<file path="config.mk">
export PLATFORM = sky130hd
export DESIGN_NAME = serial_port_baud_rate_generator
export DESIGN_NICKNAME = d
export VERILOG_FILES = /design/src/brg_pkg.sv /design/src/serial_clock_divider.sv /design/src/serial_port_baud_rate_generator.sv
export SDC_FILE = /design/constraint.sdc
export NUM_CORES = 1
export LEC_CHECK = 0
export BUFFER_PORTS_ARGS = -buffer_cell sky130_fd_sc_hd__buf_2
export CORE_ASPECT_RATIO = 1.4
export CORE_UTILIZATION = 40
export DETAILED_ROUTE_END_ITERATION = 10
export GPL_TIMING_DRIVEN = 1
export PLACE_DENSITY = 0.65
export SLEW_MARGIN = 0
export SYNTH_ARGS = -nofsm -noshare
export SYNTH_HDL_FRONTEND = slang
export SYNTH_SLANG_ARGS = --single-unit
</file>
<file path="constraint.sdc">
create_clock -name clk -period 2.3 [get_ports clk]
set_input_delay 0.345 -clock clk [delete_from_list [all_inputs] [get_ports clk]]
set_output_delay 0.345 -clock clk [all_outputs]
set_load 0.01 [all_outputs]
</file>
<file path="src/brg_pkg.sv">
package brg_pkg;

    // ************************************************************
    // register map, byte addresses
    // ************************************************************
    localparam logic [3:0] ADDR_RELOAD = 4'h0;
    localparam logic [3:0] ADDR_BUFFER = 4'h4;
    localparam logic [3:0] ADDR_CONTROL = 4'h8;
    localparam logic [3:0] ADDR_STATUS = 4'hc;

    // ************************************************************
    // fields and reset values
    // ************************************************************
    localparam int CTL_ENABLE_BIT = 0;
    localparam int CTL_I2C_BIT = 1;
    localparam int STS_RUNNING_BIT = 0;
    localparam int STS_SCLK_BIT = 1;
    localparam int STS_WAIT_BIT = 2;
    localparam int STS_COUNT_LSB = 8;
    localparam logic [7:0] RELOAD_RESET = 8'h00;
    localparam logic [7:0] BUFFER_RESET = 8'h00;

    // ************************************************************
    // timing: two counter steps per instruction cycle of four clocks
    // ************************************************************
    localparam int CLKS_PER_INSN = 4;
    localparam int STEPS_PER_INSN = 2;
    localparam int CLKS_PER_STEP = CLKS_PER_INSN / STEPS_PER_INSN;
    localparam int HALVES_PER_BYTE = 16;

    typedef enum logic [1:0]
    {
        ST_IDLE = 2'b00,
        ST_COUNT = 2'b01,
        ST_WAIT_HIGH = 2'b10
    } run_state_t;

endpackage : brg_pkg

</file>
<file path="src/serial_clock_divider.sv">
`timescale 1ns/10ps

module serial_clock_divider
    import brg_pkg::*;
#(
    parameter int WIDTH = 8
)
(
    // clock and reset
    input wire logic clk,
    input wire logic nrst,
    // control
    input wire logic load,
    input wire logic step,
    input wire logic [WIDTH-1:0] reload_value,
    // state
    output logic [WIDTH-1:0] count,
    output logic at_zero
);

    logic [WIDTH-1:0] count_r;
    logic [WIDTH-1:0] count_nxt;

    initial
    begin
        if (WIDTH < 1) $error("divider width must be at least one");
    end

    always_comb
    begin
        count_nxt = count_r;
        if (load)
        begin
            count_nxt = reload_value;
        end
        else if (step && count_r != '0)
        begin
            count_nxt = count_r - WIDTH'(1);
        end
    end

    always_ff @(posedge clk)
    begin
        if (!nrst)
            count_r <= '0;
        else
            count_r <= count_nxt;
    end

    assign count = count_r;
    assign at_zero = (count_r == '0);

endmodule : serial_clock_divider

</file>
<file path="src/serial_port_baud_rate_generator.sv">
// Overview of operation
// - one counter makes serial clock, both master modes
// - software sets reload; counter loads on reload
// - buffer write starts the countdown
// - stops after the byte; clock pin holds level
// - reload twice per period, mode decides when
// - serial clock equals clk over four(reload+1) in spi mode; in i2c the high half also waits for the pin
//
// Implementation choices: the address map and register access over Avalon-MM.
`timescale 1ns/10ps

module serial_port_baud_rate_generator
    import brg_pkg::*;
#(
    parameter int RELOAD_WIDTH = 8
)
(
    // clock and reset
    input wire logic clk,
    input wire logic nrst,
    // avalon-mm slave
    input wire logic [3:0] address,
    input wire logic read,
    input wire logic write,
    input wire logic [31:0] writedata,
    input wire logic [3:0] byteenable,
    output logic [31:0] readdata,
    output logic waitrequest,
    // serial clock pin
    input wire logic sclk_in,
    output logic sclk_out,
    output logic sclk_oe,
    // to the shift logic
    output logic [7:0] serial_shift_buffer,
    output logic sclk_edge
);

    // ************************************************************
    // bus slave: one wait state, then read data and write commit
    // ************************************************************
    logic ack_r, ack_nxt;
    logic [31:0] rdata_r, rdata_nxt;
    logic [7:0] brg_reload_value_r, reload_nxt;
    logic [7:0] buffer_r, buffer_nxt;
    logic enable_r, enable_nxt;
    logic i2c_r, i2c_nxt;
    logic wr_commit, buf_write;

    initial
    begin
        if (RELOAD_WIDTH != 8) $error("reload register is eight bits wide");
    end
    assign waitrequest = (read || write) && !ack_r;
    assign wr_commit = write && ack_r && byteenable[0];
    assign buf_write = wr_commit && address == ADDR_BUFFER;

    // ************************************************************
    // run control and serial clock state
    // ************************************************************
    run_state_t state_r, state_nxt;
    logic sclk_r, sclk_nxt;
    logic [3:0] half_cnt_r, half_cnt_nxt;
    logic step_r, step_nxt;
    logic reload_strobe, at_zero, half_done;
    logic [7:0] count;
    logic s1_r, s2_r, s3_r;
    logic pin_high_r, pin_high_nxt;

    always_comb
    begin
        ack_nxt = (read || write) && !ack_r;
        rdata_nxt = rdata_r;
        reload_nxt = brg_reload_value_r;
        buffer_nxt = buffer_r;
        enable_nxt = enable_r;
        i2c_nxt = i2c_r;
        if (read && !ack_r)
        begin
            unique case (address)
                ADDR_RELOAD: rdata_nxt = {24'h000000, brg_reload_value_r};
                ADDR_BUFFER: rdata_nxt = {24'h000000, buffer_r};
                ADDR_CONTROL: rdata_nxt = {30'h00000000, i2c_r, enable_r};
                ADDR_STATUS: rdata_nxt = {16'h0000, count, 5'h00,
                    state_r == ST_WAIT_HIGH, sclk_r, state_r != ST_IDLE};
                default: rdata_nxt = 32'h00000000;
            endcase
        end
        if (wr_commit)
        begin
            unique case (address)
                ADDR_RELOAD: reload_nxt = writedata[7:0];
                ADDR_BUFFER: buffer_nxt = writedata[7:0];
                ADDR_CONTROL:
                begin
                    enable_nxt = writedata[CTL_ENABLE_BIT];
                    // mode is held while a byte runs; glitch-free switching
                    if (state_r == ST_IDLE) i2c_nxt = writedata[CTL_I2C_BIT];
                end
                default: ;
            endcase
        end
    end

    always_ff @(posedge clk)
    begin
        if (!nrst)
        begin
            ack_r <= 1'b0;
            rdata_r <= 32'h00000000;
            brg_reload_value_r <= RELOAD_RESET;
            buffer_r <= BUFFER_RESET;
            enable_r <= 1'b0;
            i2c_r <= 1'b0;
        end
        else
        begin
            ack_r <= ack_nxt;
            rdata_r <= rdata_nxt;
            brg_reload_value_r <= reload_nxt;
            buffer_r <= buffer_nxt;
            enable_r <= enable_nxt;
            i2c_r <= i2c_nxt;
        end
    end

    assign readdata = rdata_r;
    assign serial_shift_buffer = buffer_r;

    // ************************************************************
    // pin sampling: three stages, change taken when 2 and 3 agree
    // ************************************************************
    always_comb
    begin
        pin_high_nxt = pin_high_r;
        if (s2_r == s3_r) pin_high_nxt = s3_r;
    end

    always_ff @(posedge clk)
    begin
        if (!nrst)
        begin
            s1_r <= 1'b1;
            s2_r <= 1'b1;
            s3_r <= 1'b1;
            pin_high_r <= 1'b1;
        end
        else
        begin
            s1_r <= sclk_in;
            s2_r <= s1_r;
            s3_r <= s2_r;
            pin_high_r <= pin_high_nxt;
        end
    end

    // ************************************************************
    // countdown and half-period sequencing
    // ************************************************************
    serial_clock_divider #(
        .WIDTH(RELOAD_WIDTH)
    ) u_divider (
        .clk(clk),
        .nrst(nrst),
        .load(reload_strobe),
        .step(step_r && state_r == ST_COUNT),
        .reload_value(brg_reload_value_r),
        .count(count),
        .at_zero(at_zero)
    );
    // half period ends on the step that finds zero
    assign half_done = state_r == ST_COUNT && step_r && at_zero;

    always_comb
    begin
        state_nxt = state_r;
        sclk_nxt = sclk_r;
        half_cnt_nxt = half_cnt_r;
        reload_strobe = 1'b0;
        step_nxt = state_r == ST_COUNT ? !step_r : 1'b0;
        unique case (state_r)
            ST_IDLE:
            begin
                if (buf_write && enable_r)
                begin
                    reload_strobe = 1'b1;
                    half_cnt_nxt = 4'h0;
                    state_nxt = ST_COUNT;
                end
            end
            ST_COUNT:
            begin
                if (!enable_r)
                    state_nxt = ST_IDLE;
                else if (half_done)
                begin
                    sclk_nxt = !sclk_r;
                    half_cnt_nxt = half_cnt_r + 4'h1;
                    if (half_cnt_r == 4'(HALVES_PER_BYTE - 1))
                        state_nxt = ST_IDLE;
                    else if (i2c_r && !sclk_r)
                        state_nxt = ST_WAIT_HIGH;
                    else
                        reload_strobe = 1'b1;
                end
            end
            ST_WAIT_HIGH:
            begin
                // a slave may stretch the clock; count starts once seen high
                if (!enable_r)
                    state_nxt = ST_IDLE;
                else if (pin_high_r)
                begin
                    reload_strobe = 1'b1;
                    state_nxt = ST_COUNT;
                end
            end
            default: state_nxt = ST_IDLE;
        endcase
    end

    always_ff @(posedge clk)
    begin
        if (!nrst)
        begin
            state_r <= ST_IDLE;
            sclk_r <= 1'b0;
            half_cnt_r <= 4'h0;
            step_r <= 1'b0;
        end
        else
        begin
            state_r <= state_nxt;
            sclk_r <= sclk_nxt;
            half_cnt_r <= half_cnt_nxt;
            step_r <= step_nxt;
        end
    end

    // i2c: open drain, drive only low; spi: push-pull while enabled
    assign sclk_out = sclk_r;
    assign sclk_oe = enable_r && (i2c_r ? !sclk_r : 1'b1);
    assign sclk_edge = half_done;

    // ************************************************************
    // checks
    // ************************************************************
    logic [9:0] half_len_r;
    always_ff @(posedge clk)
    begin
        if (!nrst || sclk_r != sclk_nxt)
            half_len_r <= 10'h000;
        else
            half_len_r <= half_len_r + 10'h001;
    end

    property p_start;
        @(posedge clk) disable iff (!nrst)
        (state_r == ST_IDLE && buf_write && enable_r) |=> state_r == ST_COUNT;
    endproperty
    a_start: assert property (p_start) else $error("buffer write did not start");
    property p_reload;
        @(posedge clk) disable iff (!nrst)
        reload_strobe |=> count == $past(brg_reload_value_r);
    endproperty
    a_reload: assert property (p_reload) else $error("reload value not loaded");
    property p_hold;
        @(posedge clk) disable iff (!nrst)
        (state_r == ST_IDLE && !(buf_write && enable_r)) |=> $stable(sclk_r);
    endproperty
    a_hold: assert property (p_hold) else $error("clock moved while stopped");
    property p_stop;
        @(posedge clk) disable iff (!nrst)
        (half_done && half_cnt_r == 4'(HALVES_PER_BYTE - 1)) |=> state_r == ST_IDLE;
    endproperty
    a_stop: assert property (p_stop) else $error("no stop after byte");
    property p_spi_reload;
        @(posedge clk) disable iff (!nrst)
        (enable_r && !i2c_r && half_done && half_cnt_r != 4'(HALVES_PER_BYTE - 1))
            |-> reload_strobe;
    endproperty
    a_spi_reload: assert property (p_spi_reload) else $error("missing reload");
    property p_rate;
        @(posedge clk) disable iff (!nrst)
        (!i2c_r && sclk_r != sclk_nxt && half_cnt_r != 4'h0 && $stable(brg_reload_value_r))
            |-> half_len_r == {1'b0, brg_reload_value_r, 1'b1};
    endproperty
    a_rate: assert property (p_rate) else $error("half period length wrong");
    property p_step;
        @(posedge clk) disable iff (!nrst)
        (state_r == ST_COUNT && enable_r && !at_zero) |-> ##2 count == $past(count, 2) - 8'h01;
    endproperty
    a_step: assert property (p_step) else $error("countdown rate wrong");
    property p_enable;
        @(posedge clk) disable iff (!nrst)
        !enable_r |=> state_r == ST_IDLE;
    endproperty
    a_enable: assert property (p_enable) else $error("running while disabled");

endmodule : serial_port_baud_rate_generator

</file>
==> Yosys cells after proc, flatten, opt, wreduce, memory -nomap -nowiden <==
Index checks and enable logic that the tools add are counted.
W data, S select, Z words.
{ "totals": {"word_cells": 84, "output_inout_bits": 44, "mem_bits_ro": 0, "memories": 0, "mem_bits_rw": 0, "input_bits": 45, "regBits": 71, "latch_bits": 0} }
{ "classes": {"muxes": 24, "bitwise_logic": 0, "n_mul": 0, "div": 0, "shifts": 0, "add_sub_neg": 2, "n_lt_le_gt_ge": 0, "reduce_logical": 30, "n_eq_ne": 13} }
{ "op_table": {"columns": ["operator", "n"], "rows": [
  ["$pmux W16 S4", 1],
  ["$mux W8", 2],
  ["$mux W2", 7],
  ["$eq A4 B4 Y1 const B", 3],
  ["$mux W4", 3],
  ["$logic_and A1 B1 Y1", 11],
  ["$logic_not A8 Y1", 1],
  ["$mux W1", 8],
  ["$pmux W4 S2", 1],
  ["$reduce_and A2 Y1", 4],
  ["$reduce_and A4 Y1", 2],
  ["$reduce_bool A8 Y1", 1],
  ["$sub A8 B1 Y8 const B", 1],
  ["$ne A3 B3 Y1 const B", 2],
  ["$pmux W2 S3", 1],
  ["$reduce_and A3 Y1", 2],
  ["$reduce_bool A2 Y1", 3],
  ["$add A4 B1 Y4 const B", 1],
  ["$eq A4 B3 Y1 const B", 1],
  ["$logic_not A4 Y1", 1],
  ["$ne A2 B2 Y1 const B", 2],
  ["$ne A4 B2 Y1 const B", 1],
  ["$logic_not A1 Y1", 3],
  ["$pmux W1 S3", 1],
  ["other kinds (6)", 6]
]} }

==> Logic depth before layout (Yosys ltp) <==
{ "logic_depth": {"ltp_word": 8, "ltp_mapped": 9, "depth_no_buf": 7} }

==> Cells and area by module <==
From an unflattened synthesis, not the netlist that was laid out.
{ "unflattened": {"cells_unflattened": 296, "area_unflattened_um2": 2707.6} }
{ "modules_own_cells": {"columns": ["module", "area_per_inst_um2", "instances", "seq_area_each_um2", "cells_each"], "rows": [
  ["serial_port_baud_rate_generator", 2195.9, 1, 940.9, 237],
  ["serial_clock_divider", 511.7, 1, 160.2, 59]
]} }

==> Worst setup path before layout <==
OpenSTA, ideal clock, no wires.
{ "synth_path": {"path_type": "register to register", "from": "reg u_divider.count_r[0], in the netlist u_divider.count[0]", "to": "reg u_divider.count_r[0], in the netlist u_divider.count[0]", "required_time_ns": 2.184, "path_slack_ns": 0.382, "path_stages_with_launch": 8, "setup_time_ns": 0.116, "period_less_slack_ns": 1.918, "n_path_buf": 1, "arrival_time_ns": 1.802, "path_cell_list": "dfxtp_1 inv_1 ha_1 or3b_2 nor3_4 a211oi_2 buf_6 o211a_1"} }
{ "synth_via": {"elab_chain_len": 6, "elab_cells_between_ends": 11, "cone_classes": "1 x add/sub; 5 x mux; 5 x reduce/logical"} }
{ "synth_lines": {"columns": ["element", "line", "source"], "rows": [
  ["from (decl)", "serial_clock_divider.sv:21", "logic [WIDTH-1:0] count_r;"],
  ["from (signal assigned)", "serial_clock_divider.sv:47", "count_r <= count_nxt;"],
  ["$logic_not A8 Y1 (*)", "serial_clock_divider.sv:51", "assign at_zero = (count_r == '0);"],
  ["$logic_and A1 B1 Y1 (*)", "serial_port_baud_rate_generator.sv:171", "assign half_done = state_r == ST_COUNT && step_r && at_zero;"],
  ["via sclk_edge", "serial_port_baud_rate_generator.sv:35", "output logic sclk_edge"],
  ["$mux W1 (*)", "serial_port_baud_rate_generator.sv:194", "else if (half_done)"],
  ["$mux W1 (*)", "serial_port_baud_rate_generator.sv:192", "if (!enable_r)"],
  ["$pmux W1 S3 (*)", "serial_port_baud_rate_generator.sv:180", "unique case (state_r)"],
  ["$mux W8 / $reduce_bool A2 Y1 (equally long branches)", null, null]
]} }
Mark *: on every way through the listed nets, which the timed path passes. The rest lies on a longest branch. The select of a mux whose other input is x is not followed.
A chain may end at the register's enable or synchronous reset.

==> Worst setup path in the final report <==
{ "layout_path": {"from": "reg u_divider.count_r[0], in the netlist u_divider.count[0]", "to": "out sclk_edge"} }
{ "layout_via": {"elab_chain_len": 2} }
{ "layout_lines": {"columns": ["element", "line"], "rows": [
  ["$logic_not A8 Y1", "serial_clock_divider.sv:51"],
  ["$logic_and A1 B1 Y1", "serial_port_baud_rate_generator.sv:171"],
  ["to (decl)", "serial_port_baud_rate_generator.sv:35"]
]} }
No other way between the ends.

==> results.tsv <==
stage	metric	value	unit
worst_setup_path	Crit path required time	1960	ps
place	Port Buffers	45	
cts	Post-CTS Hold Fix Bufs	0	
synth	Cell Area, Synth	2750	µm²
floorplan	core area	6613	µm²
worst_setup_path	CP bufs+invs	3	
timing	RSZ-0062 raised after global routing	no	
timing	setup slack after layout	104.9	ps
floorplan	Rows	35	
place	Place WS	252.8	ps
timing	FMAX	455.6	MHz
worst_setup_path	critical path data arrival time	1850	ps
worst_setup_path	CP max-delay cell	or3b_4	
timing	final slew viol count	0	
global_routing	global-route wire length before repair	9632	µm
timing	fin crit share	95.44	%
place	Post-DP HPWL	4392	µm
place	Placed Instances	433	
routing	DR WL/cell	13.56	µm
place	Placed Area	3068	µm²
worst_setup_path	maximum fanout along the worst path	4	
worst_setup_path	crit start category	flip-flop	
global_routing	initial antenna violation count	0	
worst_setup_path	CP Cell Sequence	inv_1 > ha_1 > or3b_4 > nor3_4 > buf_4 > buf_2	
synth	Synth Register Bits	55	
cts	clk slew on worst S/H paths	110	ps
timing	Final Skew	12.40	ps
status	status	completed	
floorplan	die height	100.1	µm
synth	Post-synth EDFFs	0	
synth	syn avg cell area	9.198	µm²
cts	clk buf depth	2	
worst_hold_path	hold path startpoint	sclk_in	
timing	measured slew at the worst slew-check pin	519.4	ps
worst_hold_path	Worst Hold Class	primary input to flip-flop	
synth	cells after synthesis	299	
routing	DRT Pass-1 Iters	4	
place	GPL Wtd Cong	0.7766	
worst_setup_path	Max stage delay on crit path	410	ps
cts	later-pin clock latency in the skew report	320	ps
synth	Post-synth ARST share	0	%
worst_setup_path	CP startpoint	u_divider.count[0]$_SDFFE_PN0P_	
layout	Final Core Density	48.38	%
floorplan	# IOs	89	
cts	CTS tree	done	
routing	final wirelength	5993	µm
routing	Via-to-Cell Ratio	5.045	
power	leakage	1.289	nW
timing	relative slew slack	64.90	%
worst_setup_path	kind of critical path	flip-flop to output port	
synth	register area share after synthesis	40.04	%
power	PD cells	549.3	nW/µm²
layout	layout cell share with drive strength beyond 1	22.86	%
job	Max Cap Viol	0	
worst_setup_path	critical path endpoint category	output port	
timing	Final Setup Violations	0	
floorplan	die footprint	7216	µm²
layout	diodes inserted	0	
routing	# DRC	0	
layout	nets	401	
timing	Hold Fails Final Rpt	0	
layout	cell area after layout	3199	µm²
worst_setup_path	CP delay by family, top	simple AND/OR/NAND/NOR gates	
routing	Post-DRT Antenna Nets	0	
synth	ys flop type	dfxtp_1	
routing	vias	2230	
global_routing	GR Overflow Total	0	
cts	CTS sink count	55	
worst_setup_path	worst reg2reg startpoint	u_divider.count[0]$_SDFFE_PN0P_	
floorplan	initial core utilization	41.59	%
timing	Final TNS setup	0	ps
layout	Area growth syn-to-layout	16.33	%
global_routing	Tot GR Track Use	17.00	%
global_routing	vias in the first global route	2078	
layout	fin cells	442	
timing	post-layout min period	2195	ps
cts	CTS root buf	clkbuf_8	
cts	TritonCTS buffer count	5	
floorplan	die span in x	72.08	µm
synth	yosys warns	0	
global_routing	pin count of the biggest net entering global routing	34	
cts	htree depth	2	
power	maximum VDD drop	0.0002804	V
synth	Yosys cell types	50	
routing	DR iter-0 viols	82	
==> power by group <==
part           internal, W  switching [W]  total [W]
combinational    0.0000387      0.0000647   0.000103
sequential        0.000956     0.00000302   0.000959
clock             0.000359       0.000336   0.000695
==> state kept, by name (all words and copies together), names as in the netlist, 2 cells and up <==
signal and cells:
u_divider.count 8, serial_shift_buffer 8, state_r 2, half_cnt_r 4, brg_reload_value_r 8, readdata 16
==> through the flow <==
| step | total power (W) | hold WS (ps) |
|---|---|---|
| 2_1_floorplan | 0.001062 | 386.3 |
| 3_3_place_gp | 0.001083 | 389.5 |
| 3_5_place_dp | 0.001084 | 398.8 |
| 4_1_cts | 0.001772 | 198.9 |
| 5_1_grt | 0.001808 | 205.5 |
| 6_report | 0.001757 | 206.2 |
==> layout make-up <==
type / instances / area, µm²
timing repair buffer: 57 / 340.3
clock inverter: 2 / 38.79
multi-input combinational: 221 / 1488
clock buffer: 6 / 82.58
fill: 650 / 3413
inverter: 9 / 33.78
tap: 92 / 115.1
sequential: 55 / 1101
==> layout by cell type, fill, tap and decap left out, types with 2 or more instances in the layout <==
| cell | netlist | final |
|---|---|---|
| a211oi_1 | 2 | 2 |
| a21boi_0 | 9 | 9 |
| a21oi_1 | 12 | 12 |
| a22oi_1 | 11 | 11 |
| and3_1 | 2 | 2 |
| and3_2 | 2 | 2 |
| buf_12 | 0 | 2 |
| buf_2 | 1 | 45 |
| buf_4 | 18 | 10 |
| clkbuf_8 | 0 | 6 |
| conb_1 | 1 | 16 |
| dfxtp_1 | 55 | 55 |
| ha_1 | 7 | 7 |
| inv_1 | 9 | 9 |
| mux2i_1 | 21 | 21 |
| mux4_2 | 2 | 2 |
| nand2_1 | 21 | 21 |
| nand2b_1 | 5 | 5 |
| nand3_1 | 5 | 5 |
| nand4_1 | 2 | 2 |
| nor2_1 | 15 | 15 |
| nor2b_1 | 27 | 27 |
| nor3_1 | 12 | 12 |
| nor3_4 | 2 | 2 |
| nor3b_1 | 2 | 2 |
| o211a_1 | 3 | 3 |
| o21ai_0 | 16 | 16 |
| xnor2_1 | 4 | 4 |
| xor2_1 | 2 | 2 |
==> worst register-to-register path, cell delays in order, from the launching register on <==
cell	delay, ps
dfxtp_1	370
inv_1	100
ha_1	160
or3b_4	410
nor3_4	200
buf_4	140
a211oi_2	50
buf_4	200
nand2b_1	150
a21boi_0	140
==> repair_timing <==
item | 4_1_cts | 5_1_grt
resized for setup | 1 | 0
setup buffers | 1 | 0
setup endpoints to repair | 1 | 0
==> cells in the mapped netlist (all sizes together), types with 2 or more instances <==
cell	instances	area [µm²]
a211oi	3	27.52
a21boi	10	75.07
a21oi	12	60.06
a22oi	11	82.58
and3	4	27.52
buf	20	151.4
clkbuf	9	35.03
dfxtp	55	1101
ha	7	87.58
inv	9	33.78
mux2i	21	210.2
mux4	2	45.04
nand2	21	78.83
nand2b	5	31.28
nand3	5	25.02
nand4	3	25.02
nor2	15	56.30
nor2b	27	168.9
nor3	14	92.59
nor3b	2	15.01
o211a	3	30.03
o211ai	2	20.02
o21ai	17	85.08
or3b	2	17.52
xnor2	4	35.03
xor2	2	17.52
==> cells by family (layout without fill, tap and decap cells) <==
kind of cell,Yosys count,in the layout,synth area share (%)
buffers and inverters,38,74,8.007
AOI/OAI and AO/OA,62,62,15.15
other,1,16,0.1364
DFF,55,55,40.04
xor gates and xnor gates,6,6,1.911
muxes,23,23,9.281
adders and majority gates,7,7,3.185
and+or+nand+nor,107,107,22.29
==> final timing paths <==
kind	slack [ps]	to	cells after the start
max	100	sclk_edge	6
min	210	s1_r$_SDFF_PN1_	2
max reg2reg	310	u_divider.count[1]$_SDFFE_PN0P_	9
min reg2reg	420	s2_r$_SDFF_PN1_	1
==> routing by layer <==
| metal | part of all wire, % | global-route usage (%) |
|---|---|---|
| met2 | 52 | 30.55 |
| met1 | 42 | 19.60 |
| met5 | 0 | 0 |
| met4 | 2.2 | 6.938 |
| met3 | 3.6 | 2.912 |
Power figures use the tool's default switching activity.
